[src/memmap_pkg.sv]
// shared constants and carriers for the address-space control block
package memmap_pkg;

  localparam int unsigned ADDR_W = 16;
  localparam int unsigned PROG_W = 20;
  localparam int unsigned PAGE_W = 4;
  localparam int unsigned WAIT_W = 4;

  // memory-mapped register addresses in data space
  localparam logic [15:0] ADDR_PAGE_SEL = 16'h001E;
  localparam logic [15:0] ADDR_WAIT_RNG = 16'h0028;
  localparam logic [15:0] ADDR_WAIT_CTL = 16'h002B;
  // mode register address picked for this block
  localparam logic [15:0] ADDR_MODE_REG = 16'h001D;

  // reset values
  localparam logic [15:0] WAIT_RNG_RESET = 16'h7FFF;
  localparam logic [8:0]  VEC_PTR_RESET  = 9'h1FF;
  localparam logic [PAGE_W-1:0] PAGE_RESET = 4'h0;
  localparam logic [15:0] BOOT_ENTRY     = 16'hFF80;

  // processor mode register fields
  localparam int unsigned PM_VEC_LSB   = 7;
  localparam int unsigned PM_BOOT      = 6;
  localparam int unsigned PM_RAM_OVERLAY      = 5;
  localparam int unsigned PM_ADDRESS_VISIBILITY      = 4;
  localparam int unsigned PM_DATA_ROM_MAP      = 3;
  localparam int unsigned PM_CLKOUT_DISABLE    = 2;
  localparam int unsigned PM_SATURATE_ON_MULTIPLY      = 1;
  localparam int unsigned PM_SST       = 0;

  // wait range register fields
  localparam int unsigned WR_XPA  = 15;
  localparam int unsigned WR_IO   = 12;
  localparam int unsigned WR_DHI  = 9;
  localparam int unsigned WR_DLO  = 6;
  localparam int unsigned WR_PHI  = 3;
  localparam int unsigned WR_PLO  = 0;

  // on-chip ROM and RAM boundaries
  localparam logic [15:0] ROM_RSV_LO   = 16'hF000;
  localparam logic [15:0] ROM_BOOT_LO  = 16'hF800;
  localparam logic [15:0] ROM_MU_LO    = 16'hFC00;
  localparam logic [15:0] ROM_A_LO     = 16'hFD00;
  localparam logic [15:0] ROM_SINE_LO  = 16'hFE00;
  localparam logic [15:0] ROM_TEST_LO  = 16'hFF00;
  localparam logic [15:0] ROM_VEC_LO   = 16'hFF80;
  localparam logic [15:0] RAM_LO       = 16'h0060;
  localparam logic [15:0] RAM_HI       = 16'h3FFF;
  localparam logic [15:0] RAM_BLOCK_HI = 16'h1FFF;
  localparam logic [15:0] HALF_PAGE    = 16'h8000;

  typedef enum logic [2:0] {
    SP_PROG = 3'b001,
    SP_DATA = 3'b010,
    SP_IO   = 3'b100
  } space_e;

  typedef enum logic [3:0] {
    FLOW_NONE   = 4'b0001,
    FLOW_FAR    = 4'b0010,
    FLOW_VECTOR = 4'b0100,
    FLOW_PMEM   = 4'b1000
  } flow_e;

  typedef enum logic [7:0] {
    ROM_NONE   = 8'b0000_0001,
    ROM_RSV    = 8'b0000_0010,
    ROM_BOOT   = 8'b0000_0100,
    ROM_MULAW  = 8'b0000_1000,
    ROM_ALAW   = 8'b0001_0000,
    ROM_SINE   = 8'b0010_0000,
    ROM_TEST   = 8'b0100_0000,
    ROM_VECTOR = 8'b1000_0000
  } rom_region_e;

  // one bus request from the core
  typedef struct packed {
    logic              valid;
    space_e            space;
    logic              write;
    logic [PROG_W-1:0] addr;
  } access_s;

  // where a request was steered
  typedef struct packed {
    logic        ram;
    logic        ram_block;
    logic        rom;
    rom_region_e region;
    logic        ext;
  } route_s;

endpackage : memmap_pkg

[src/wait_counter.sv]
// external bus cycle stretcher: programmed waits then ready
`timescale 1ns/100ps
`default_nettype none
module wait_counter #(
  parameter int unsigned W = memmap_pkg::WAIT_W
) (
  input  wire logic         i_clock,
  input  wire logic         i_reset,
  input  wire logic         i_start,
  input  wire logic [W-1:0] i_count,
  input  wire logic         i_ready_sync,
  output logic              o_busy,
  output logic              o_done
);

  typedef enum logic [2:0] {
    ST_IDLE  = 3'b001,
    ST_COUNT = 3'b010,
    ST_READY = 3'b100
  } wait_state_e;

  wait_state_e  state_q;
  logic [W-1:0] cnt_q;

  always_ff @(posedge i_clock) begin
    if (i_reset) begin
      state_q <= ST_IDLE;
      cnt_q   <= '0;
      o_done  <= 1'b0;
    end else begin
      o_done <= 1'b0;
      case (state_q)
        ST_IDLE: begin
          if (i_start) begin
            cnt_q   <= i_count;
            state_q <= (i_count == '0) ? ST_READY : ST_COUNT;
          end
        end
        ST_COUNT: begin
          cnt_q <= cnt_q - 1'b1;
          if (cnt_q == W'(1)) begin
            state_q <= ST_READY;
          end
        end
        ST_READY: begin
          if (i_ready_sync) begin
            o_done  <= 1'b1;
            state_q <= ST_IDLE;
          end
        end
        default: state_q <= ST_IDLE;
      endcase
    end
  end

  assign o_busy = (state_q != ST_IDLE);
endmodule : wait_counter
`default_nettype wire

[src/memory_map_paging_waitstates.sv]
// address decode, program paging, vector relocation and wait-state control
`timescale 1ns/100ps
`default_nettype none
// How it works
// - boot pin low starts fetch at FF80h
// - decode ROM regions bootloader, tables, vectors
// - FF00h-FF7Fh kept reserved for test
// - two independent 8K dual-access RAM blocks
// - RAM in data 0060h-3FFFh, program when overlay
// - four words per vector entry
// - vector base follows vector page pointer
// - reset sets vector pointer to all ones
// - mode register layout, bits 4-2 read only
// - page register at 001Eh, reset zero
// - twenty-bit program address, sixteen pages
// - far flow instructions load page register
// - program read/write use 20-bit accumulator
// - other flow leaves page register unchanged
// - overlay puts RAM in low 16K every page
// - at most fourteen waits, ready extends more
// - all-zero waits gate generator clock off
// - five 3-bit base counts in low bits
// - multiplier bit doubles base counts
// - reset gives seven waits everywhere
// - wait register at 0028h, layout and resets
// - data halves and I/O range selection
// - extended-range bit merges program counts
// - multiplier at 002Bh bit 0, reset zero
module memory_map_paging_waitstates #(
  parameter int unsigned PAGE_W = memmap_pkg::PAGE_W,
  parameter int unsigned PROG_W = memmap_pkg::PROG_W
) (
  input  wire logic                   i_clock,
  input  wire logic                   i_reset,
  input  wire logic                   i_boot_source_select,
  input  wire logic                   i_ready,
  input  wire memmap_pkg::access_s    i_access,
  input  wire memmap_pkg::flow_e      i_flow,
  input  wire logic [PROG_W-1:0]      i_far_target,
  input  wire logic [6:0]             i_vector_num,
  input  wire logic                   i_reg_write,
  input  wire logic [15:0]            i_reg_addr,
  input  wire logic [15:0]            i_reg_wdata,
  input  wire logic                   i_address_visibility,
  input  wire logic                   i_data_rom_map,
  input  wire logic                   i_clkout_disable,
  output logic [15:0]                 o_reg_rdata,
  output logic [PROG_W-1:0]           o_fetch_addr,
  output logic                        o_fetch_load,
  output memmap_pkg::route_s          o_route,
  output logic [PROG_W-1:0]           o_ext_addr,
  output logic                        o_ext_strobe,
  output logic                        o_stall,
  output logic                        o_access_done,
  output logic                        o_wait_clk_en,
  output logic [PAGE_W-1:0]           o_program_page
);

  // =====================================================================
  // functions
  // =====================================================================
  function automatic logic in_range(input logic [15:0] a, input logic [15:0] lo,
                                    input logic [15:0] hi);
    in_range = (a >= lo) && (a <= hi);
  endfunction : in_range

  function automatic logic [3:0] scale(input logic [2:0] base, input logic mul);
    scale = mul ? {base, 1'b0} : {1'b0, base};
  endfunction : scale

  // =====================================================================
  // input synchronisers
  // =====================================================================
  logic boot_meta_q, boot_sync_q, ready_meta_q, ready_sync_q;
  // boot strap sync runs through reset so the pin is settled at release
  always_ff @(posedge i_clock) begin
    boot_meta_q <= i_boot_source_select;
    boot_sync_q <= boot_meta_q;
  end

  always_ff @(posedge i_clock) begin
    if (i_reset) begin
      ready_meta_q <= 1'b0;
      ready_sync_q <= 1'b0;
    end else begin
      ready_meta_q <= i_ready;
      ready_sync_q <= ready_meta_q;
    end
  end

  // =====================================================================
  // registers
  // =====================================================================
  logic [8:0]        vec_ptr_q;
  logic              boot_q, ram_overlay_q, saturate_on_multiply_q, sst_q;
  logic [PAGE_W-1:0] page_q;
  logic [15:0]       wait_rng_q;
  logic              wait_mul_q;
  logic              reset_seen_q;

  always_ff @(posedge i_clock) begin
    if (i_reset) begin
      vec_ptr_q <= memmap_pkg::VEC_PTR_RESET;
      ram_overlay_q    <= 1'b0;
      saturate_on_multiply_q    <= 1'b0;
      sst_q     <= 1'b0;
    end else if (i_reg_write && i_reg_addr == memmap_pkg::ADDR_MODE_REG) begin
      vec_ptr_q <= i_reg_wdata[15:memmap_pkg::PM_VEC_LSB];
      ram_overlay_q    <= i_reg_wdata[memmap_pkg::PM_RAM_OVERLAY];
      saturate_on_multiply_q    <= i_reg_wdata[memmap_pkg::PM_SATURATE_ON_MULTIPLY];
      sst_q     <= i_reg_wdata[memmap_pkg::PM_SST];
    end
  end

  // boot strap caught after release, then software may rewrite it
  always_ff @(posedge i_clock) begin
    if (i_reset) begin
      reset_seen_q <= 1'b1;
      boot_q       <= 1'b0;
    end else begin
      reset_seen_q <= 1'b0;
      if (reset_seen_q) begin
        boot_q <= boot_sync_q;
      end else if (i_reg_write && i_reg_addr == memmap_pkg::ADDR_MODE_REG) begin
        boot_q <= i_reg_wdata[memmap_pkg::PM_BOOT];
      end
    end
  end

  always_ff @(posedge i_clock) begin
    if (i_reset) begin
      page_q <= memmap_pkg::PAGE_RESET;
    end else if (i_flow == memmap_pkg::FLOW_FAR) begin
      page_q <= i_far_target[PROG_W-1 -: PAGE_W];
    end else if (i_reg_write && i_reg_addr == memmap_pkg::ADDR_PAGE_SEL) begin
      page_q <= i_reg_wdata[PAGE_W-1:0];
    end
  end

  always_ff @(posedge i_clock) begin
    if (i_reset) begin
      wait_rng_q <= memmap_pkg::WAIT_RNG_RESET;
    end else if (i_reg_write && i_reg_addr == memmap_pkg::ADDR_WAIT_RNG) begin
      wait_rng_q <= i_reg_wdata;
    end
  end

  always_ff @(posedge i_clock) begin
    if (i_reset) begin
      wait_mul_q <= 1'b0;
    end else if (i_reg_write && i_reg_addr == memmap_pkg::ADDR_WAIT_CTL) begin
      wait_mul_q <= i_reg_wdata[0];
    end
  end

  // register readback; unmapped reads zero
  always_ff @(posedge i_clock) begin
    if (i_reset) begin
      o_reg_rdata <= '0;
    end else if (i_reg_addr == memmap_pkg::ADDR_MODE_REG) begin
      o_reg_rdata <= {vec_ptr_q, boot_q, ram_overlay_q, i_address_visibility,
                      i_data_rom_map, i_clkout_disable, saturate_on_multiply_q, sst_q};
    end else if (i_reg_addr == memmap_pkg::ADDR_PAGE_SEL) begin
      o_reg_rdata <= 16'(page_q);
    end else if (i_reg_addr == memmap_pkg::ADDR_WAIT_RNG) begin
      o_reg_rdata <= wait_rng_q;
    end else if (i_reg_addr == memmap_pkg::ADDR_WAIT_CTL) begin
      o_reg_rdata <= {15'h0000, wait_mul_q};
    end else begin
      o_reg_rdata <= '0;
    end
  end

  // =====================================================================
  // fetch address generation
  // =====================================================================
  always_ff @(posedge i_clock) begin
    if (i_reset) begin
      o_fetch_addr <= '0;
      o_fetch_load <= 1'b0;
    end else if (reset_seen_q) begin
      o_fetch_addr <= {{PAGE_W{1'b0}}, memmap_pkg::BOOT_ENTRY};
      o_fetch_load <= 1'b1;
    end else if (i_flow == memmap_pkg::FLOW_VECTOR) begin
      o_fetch_addr <= {page_q, vec_ptr_q, i_vector_num[4:0], 2'b00};
      o_fetch_load <= 1'b1;
    end else if (i_flow == memmap_pkg::FLOW_FAR) begin
      o_fetch_addr <= i_far_target;
      o_fetch_load <= 1'b1;
    end else begin
      o_fetch_load <= 1'b0;
    end
  end

  // =====================================================================
  // address decode
  // =====================================================================
  logic [15:0] low16;
  logic [PAGE_W-1:0] acc_page;
  memmap_pkg::route_s route_d;
  assign low16 = i_access.addr[15:0];
  // program read/write carry full page, others use current page
  assign acc_page = (i_flow == memmap_pkg::FLOW_PMEM) ?
                    i_access.addr[PROG_W-1 -: PAGE_W] : page_q;

  always_comb begin
    route_d        = '0;
    route_d.region = memmap_pkg::ROM_NONE;
    if (i_access.space == memmap_pkg::SP_DATA &&
        in_range(low16, memmap_pkg::RAM_LO, memmap_pkg::RAM_HI)) begin
      route_d.ram = 1'b1;
    end else if (i_access.space == memmap_pkg::SP_PROG && ram_overlay_q &&
                 in_range(low16, 16'h0000, memmap_pkg::RAM_HI)) begin
      route_d.ram = 1'b1;
    end else if (i_access.space == memmap_pkg::SP_PROG && !boot_q &&
                 acc_page == '0 && low16 >= memmap_pkg::ROM_RSV_LO) begin
      route_d.rom = 1'b1;
      if (low16 >= memmap_pkg::ROM_VEC_LO)       route_d.region = memmap_pkg::ROM_VECTOR;
      else if (low16 >= memmap_pkg::ROM_TEST_LO) route_d.region = memmap_pkg::ROM_TEST;
      else if (low16 >= memmap_pkg::ROM_SINE_LO) route_d.region = memmap_pkg::ROM_SINE;
      else if (low16 >= memmap_pkg::ROM_A_LO)    route_d.region = memmap_pkg::ROM_ALAW;
      else if (low16 >= memmap_pkg::ROM_MU_LO)   route_d.region = memmap_pkg::ROM_MULAW;
      else if (low16 >= memmap_pkg::ROM_BOOT_LO) route_d.region = memmap_pkg::ROM_BOOT;
      else                                       route_d.region = memmap_pkg::ROM_RSV;
    end else begin
      route_d.ext = 1'b1;
    end
    // block select on address bit 13
    route_d.ram_block = route_d.ram && (low16 > memmap_pkg::RAM_BLOCK_HI);
  end
  // test words decode to the ROM_TEST region with rom set, like the other ROM regions

  // =====================================================================
  // wait-state selection
  // =====================================================================
  logic [3:0] wait_sel;
  logic       all_zero;
  always_comb begin
    if (i_access.space == memmap_pkg::SP_IO) begin
      wait_sel = scale(wait_rng_q[memmap_pkg::WR_IO +: 3], wait_mul_q);
    end else if (i_access.space == memmap_pkg::SP_DATA) begin
      wait_sel = (low16 >= memmap_pkg::HALF_PAGE) ?
                 scale(wait_rng_q[memmap_pkg::WR_DHI +: 3], wait_mul_q) :
                 scale(wait_rng_q[memmap_pkg::WR_DLO +: 3], wait_mul_q);
    end else if (wait_rng_q[memmap_pkg::WR_XPA] || low16 < memmap_pkg::HALF_PAGE) begin
      wait_sel = scale(wait_rng_q[memmap_pkg::WR_PLO +: 3], wait_mul_q);
    end else begin
      wait_sel = scale(wait_rng_q[memmap_pkg::WR_PHI +: 3], wait_mul_q);
    end
  end
  assign all_zero = (wait_rng_q[14:0] == 15'h0000);

  logic wc_busy, wc_done, start;
  assign start = i_access.valid && route_d.ext && !wc_busy && !o_stall;

  wait_counter #(
    .W (memmap_pkg::WAIT_W)
  ) u_wait (
    .i_clock      (i_clock),
    .i_reset      (i_reset),
    .i_start      (start),
    .i_count      (wait_sel),
    .i_ready_sync (ready_sync_q),
    .o_busy       (wc_busy),
    .o_done       (wc_done)
  );

  always_ff @(posedge i_clock) begin
    if (i_reset) begin
      o_route       <= '0;
      o_ext_addr    <= '0;
      o_ext_strobe  <= 1'b0;
      o_stall       <= 1'b0;
      o_access_done <= 1'b0;
      o_wait_clk_en <= 1'b1;
    end else begin
      o_route       <= route_d;
      o_wait_clk_en <= !all_zero;
      o_access_done <= wc_done;
      if (start) begin
        o_ext_addr   <= {acc_page, low16};
        o_ext_strobe <= 1'b1;
        o_stall      <= 1'b1;
      end else if (wc_done) begin
        o_ext_strobe <= 1'b0;
        o_stall      <= 1'b0;
      end
    end
  end

  assign o_program_page = page_q;
endmodule : memory_map_paging_waitstates
`default_nettype wire

[config.mk]
export PLATFORM = sky130hd
export DESIGN_NAME = memory_map_paging_waitstates
export DESIGN_NICKNAME = d
export VERILOG_FILES = /design/src/memmap_pkg.sv /design/src/wait_counter.sv /design/src/memory_map_paging_waitstates.sv
export SDC_FILE = /design/constraint.sdc
export NUM_CORES = 1
export LEC_CHECK = 0
export ABC_CLOCK_PERIOD_IN_PS = 2200
export CAP_MARGIN = 0
export CELL_PAD_IN_SITES_DETAIL_PLACEMENT = 1
export CELL_PAD_IN_SITES_GLOBAL_PLACEMENT = 1
export CORE_UTILIZATION = 41
export CTS_CLUSTER_DIAMETER = 50
export DETAILED_ROUTE_END_ITERATION = 12
export DONT_BUFFER_PORTS = 1
export GPL_ROUTABILITY_DRIVEN = 1
export PLACE_DENSITY_LB_ADDON = 0.1
export SLEW_MARGIN = 20
export SYNTH_ARGS = -nofsm -noshare
export SYNTH_HDL_FRONTEND = slang
export SYNTH_SLANG_ARGS = --single-unit
[constraint.sdc]
create_clock -name i_clock -period 2.2 [get_ports i_clock]
set_input_delay 0.44 -clock i_clock [delete_from_list [all_inputs] [get_ports i_clock]]
set_output_delay 0.44 -clock i_clock [all_outputs]
set_load 0.01 [all_outputs]
==> results_dict.tcl <==
set metrics [dict create \
    grt_pass1_wl_um 22000 \
    synth_edf_count 0 \
    required_ps 2540 \
    instances_no_fill 745 \
    viasPerCell 5.70 \
    met1_length_um 5690 \
    firstDrtPassIters 9 \
    synth_warnings 0 \
    ys_seq_area_share_pct 48.9 \
    peakVddDrop_uv 486 \
    synth-xor-area-share_pct 0 \
    setup_viol 0 \
    drc 20 \
    gr-total-overflow 0 \
    pin_count 173 \
    cts-hold-fix-buffers 0 \
    num_vias 4246 \
    place.gp.congestion 0.783 \
    min_period_ps 2080 \
    synth-adder-area-share_pct 0.513 \
    dp.cells 713 \
    run_status "complete, but fails checks" \
    n_antenna_cell 0 \
    synth_compound_area_share_pct 16.0 \
    hpwl_um 9890 \
    synth.most_common_cell "nand2_1" \
    syn-num-nets 670 \
    dieArea_sq_um 12300 \
    drv_cap 0 \
    cts_tree "done" \
    clk_pin_slew_ps 60 \
    relSlewSlack_pct 57.8 \
    finalPower_w 0.00534 \
    drive_gt1_share_pct 13.5 \
    cts_root_buffer "clkbuf_16" \
    synthDominantCellAreaShare_pct 48.9 \
    avgSynthCellArea_sq_um 8.52 \
    initialDrtViolationCount 281 \
    synth.area.mux_share_pct 2.28 \
    post_drt_wl_per_cell_um 18.2 \
    track_usage_pct 22.7 \
    routed_wl_um 13600 \
    placementRows 39 \
    core_sq_um 11500 \
    yosys_most_used_dff "dfxtp_1" \
    drt.antenna.violating_nets 0 \
    finalHoldViolCount 0 \
    wl_met3_um 954 \
    design_area_sq_um 5800 \
    leakage_nw 2.21 \
    slew_viol_final 0 \
    reg2reg_depth 7 \
    rrSetupSlack_ps 120 \
    synth_cell_type_count 56 \
    crit_path_max_fanout 5 \
    start_kind "flip-flop" \
    r2r_start "o_program_page[0]" \
    crit_type "flip-flop to flip-flop" \
    die-height_um 111 \
    startpoint "o_program_page[0]" \
    fin_crit_sh_pct 94.5 \
    min_path_type "primary input to flip-flop" \
    syn_to_final_growth_pct 18.9 \
    worstSetupEndpointType "flip-flop" \
    r2r_end "u_wait.cnt_q[0]" \
    cts.sinks 119 \
    async_flop_share_pct 0 \
    insertion_delay_ps 410 \
    synth-seq-cells 119 \
    violations "DRC" \
    antenna_found_initial 0 \
    die_x_um 111 \
    syn_area_sq_um 4870 \
    yosys.area.top_type "dfxtp_1" \
    initial_core_util_pct 42.3 \
    grt_max_degree 103 \
    grt_pass1_vias 4408 \
    worst_pin_slew_ps 631 \
    syn_inst 572 \
    met2WireLength_um 6680 \
    cts.htree.levels 4 \
    cp-endpoint "u_wait.cnt_q[0]" \
    placed_area_sq_um 5180 \
    final_net_count 687 \
    timing.fmax_mhz 481 \
    nFillCells 1335 \
    port_buffers 0 \
    powerDensity_nw_per_um2 922 \
    cts_buffer_depth 2 \
    synth_top_family_by_area "simple AND/OR/NAND/NOR gates" \
    synthTopCellsByArea "dfxtp_1, nand2_1, nor2_1, nand3b_1, a21oi_1" \
    maxUsedRoutingLayer "met4" \
    skew_ps 6.16 \
    synth_common_cells "nand2_1, dfxtp_1, nor2_1" \
    yosys.area_share.simple_pct 28.5 \
    cp.arrival_ps 2420 \
    cts_made_buffers 17 \
]
repair_timing:
item,CTS,global route
setup buffers,0,0
gates resized for setup,1,5
setup endpoints to repair,2,16
endpoints found under the hold margin,0,0
cells in the final DEF (no fill, tap or decap), drive strengths merged, types with 5 or more instances in the layout:
| master | instances |
|---|---|
| nand4 | 5 |
| dfxtp | 119 |
| buf | 32 |
| a21oi | 31 |
| clkinv | 6 |
| nor4 | 8 |
| o22ai | 8 |
| a311oi | 13 |
| a211oi | 9 |
| inv | 11 |
| nor3 | 7 |
| nor2b | 14 |
| mux2i | 10 |
| a22oi | 12 |
| nor2 | 69 |
| nand2 | 122 |
| o22a | 8 |
| clkbuf | 20 |
| a31oi | 6 |
| nor3b | 7 |
| and2 | 5 |
| nand3b | 24 |
worst max-delay path, stage by stage (launching register included):
cell and delay (ps):
dfxtp_1 310, nor4_2 290, buf_4 160, mux2i_1 110
o41a_1 370, and3_1 290, a221o_1 360, a21oi_2 110
registers in the layout, summed over array words and instances (netlist names), 3 cells and up:
register,count
u_wait.state_q,3
o_ext_addr,20
o_reg_rdata,16
o_fetch_addr,20
wait_rng_q,16
u_wait.cnt_q,4
o_route,12
o_program_page,4
vec_ptr_q,9
layer usage:
metal,vias up,track usage [%]
li1,2048,-
met3,19,7.55
met4,0,8.74
met5,-,0
met2,124,39.0
met1,2055,25.9
final cells by class:
class                           count  area (sq um)  area share (%)
Sequential cell                   119          2380            41.1
Multi-Input combinational cell    408          2360            40.7
Clock buffer                       20           457            7.88
Timing Repair Buffer               32           253            4.36
Tap cell                          143           179            3.09
Clock inverter                     12           128            2.20
Inverter                           11          41.3           0.712
worst min path at each step:
stage	slack (ps)	to	startpoint	depth (start not counted)
floorplan	310	boot_sync_q	boot_meta_q	0
finish	50	boot_meta_q	i_boot_source_select	0
CTS	30	boot_meta_q	i_boot_source_select	0
global placement	310	boot_sync_q	boot_meta_q	0
global route	30	boot_meta_q	i_boot_source_select	0
detailed placement	320	boot_sync_q	boot_meta_q	0
per-stage QoR:
| step | hold slack (ps) | TNS [ps] | util (%) | setup slack [ps] |
|---|---|---|---|---|
| final | 50.5 | 0 | 50.3 | 121 |
| after global routing | 32.0 | -10.0 | 50.3 | -10.0 |
| after CTS | 31.5 | 0 | 50.1 | 15.6 |
| after detailed placement | 321 | -1030 | 45.0 | -145 |
| after global placement | 315 | -323 | 45.0 | -79.7 |
| after floorplan | 310 | 0 | - | 15.4 |
power breakdown:
group	leakage [nW]	internal (W)	switching, W
registers	0.970	0.00224	0.0000854
logic	0.958	0.000162	0.000176
clock network	0.278	0.00172	0.000964
cell families (layout without fill, tap and decap cells):
group,after synthesis,count (layout)
AND/OR/NAND/NOR,285,285
buffers and inverters,45,75
AO/OA/AOI/OAI,110,110
adder cells (fa/ha/maj),2,2
flip-flops,119,119
multiplexers,11,11
(Power assumes the default switching activity.)
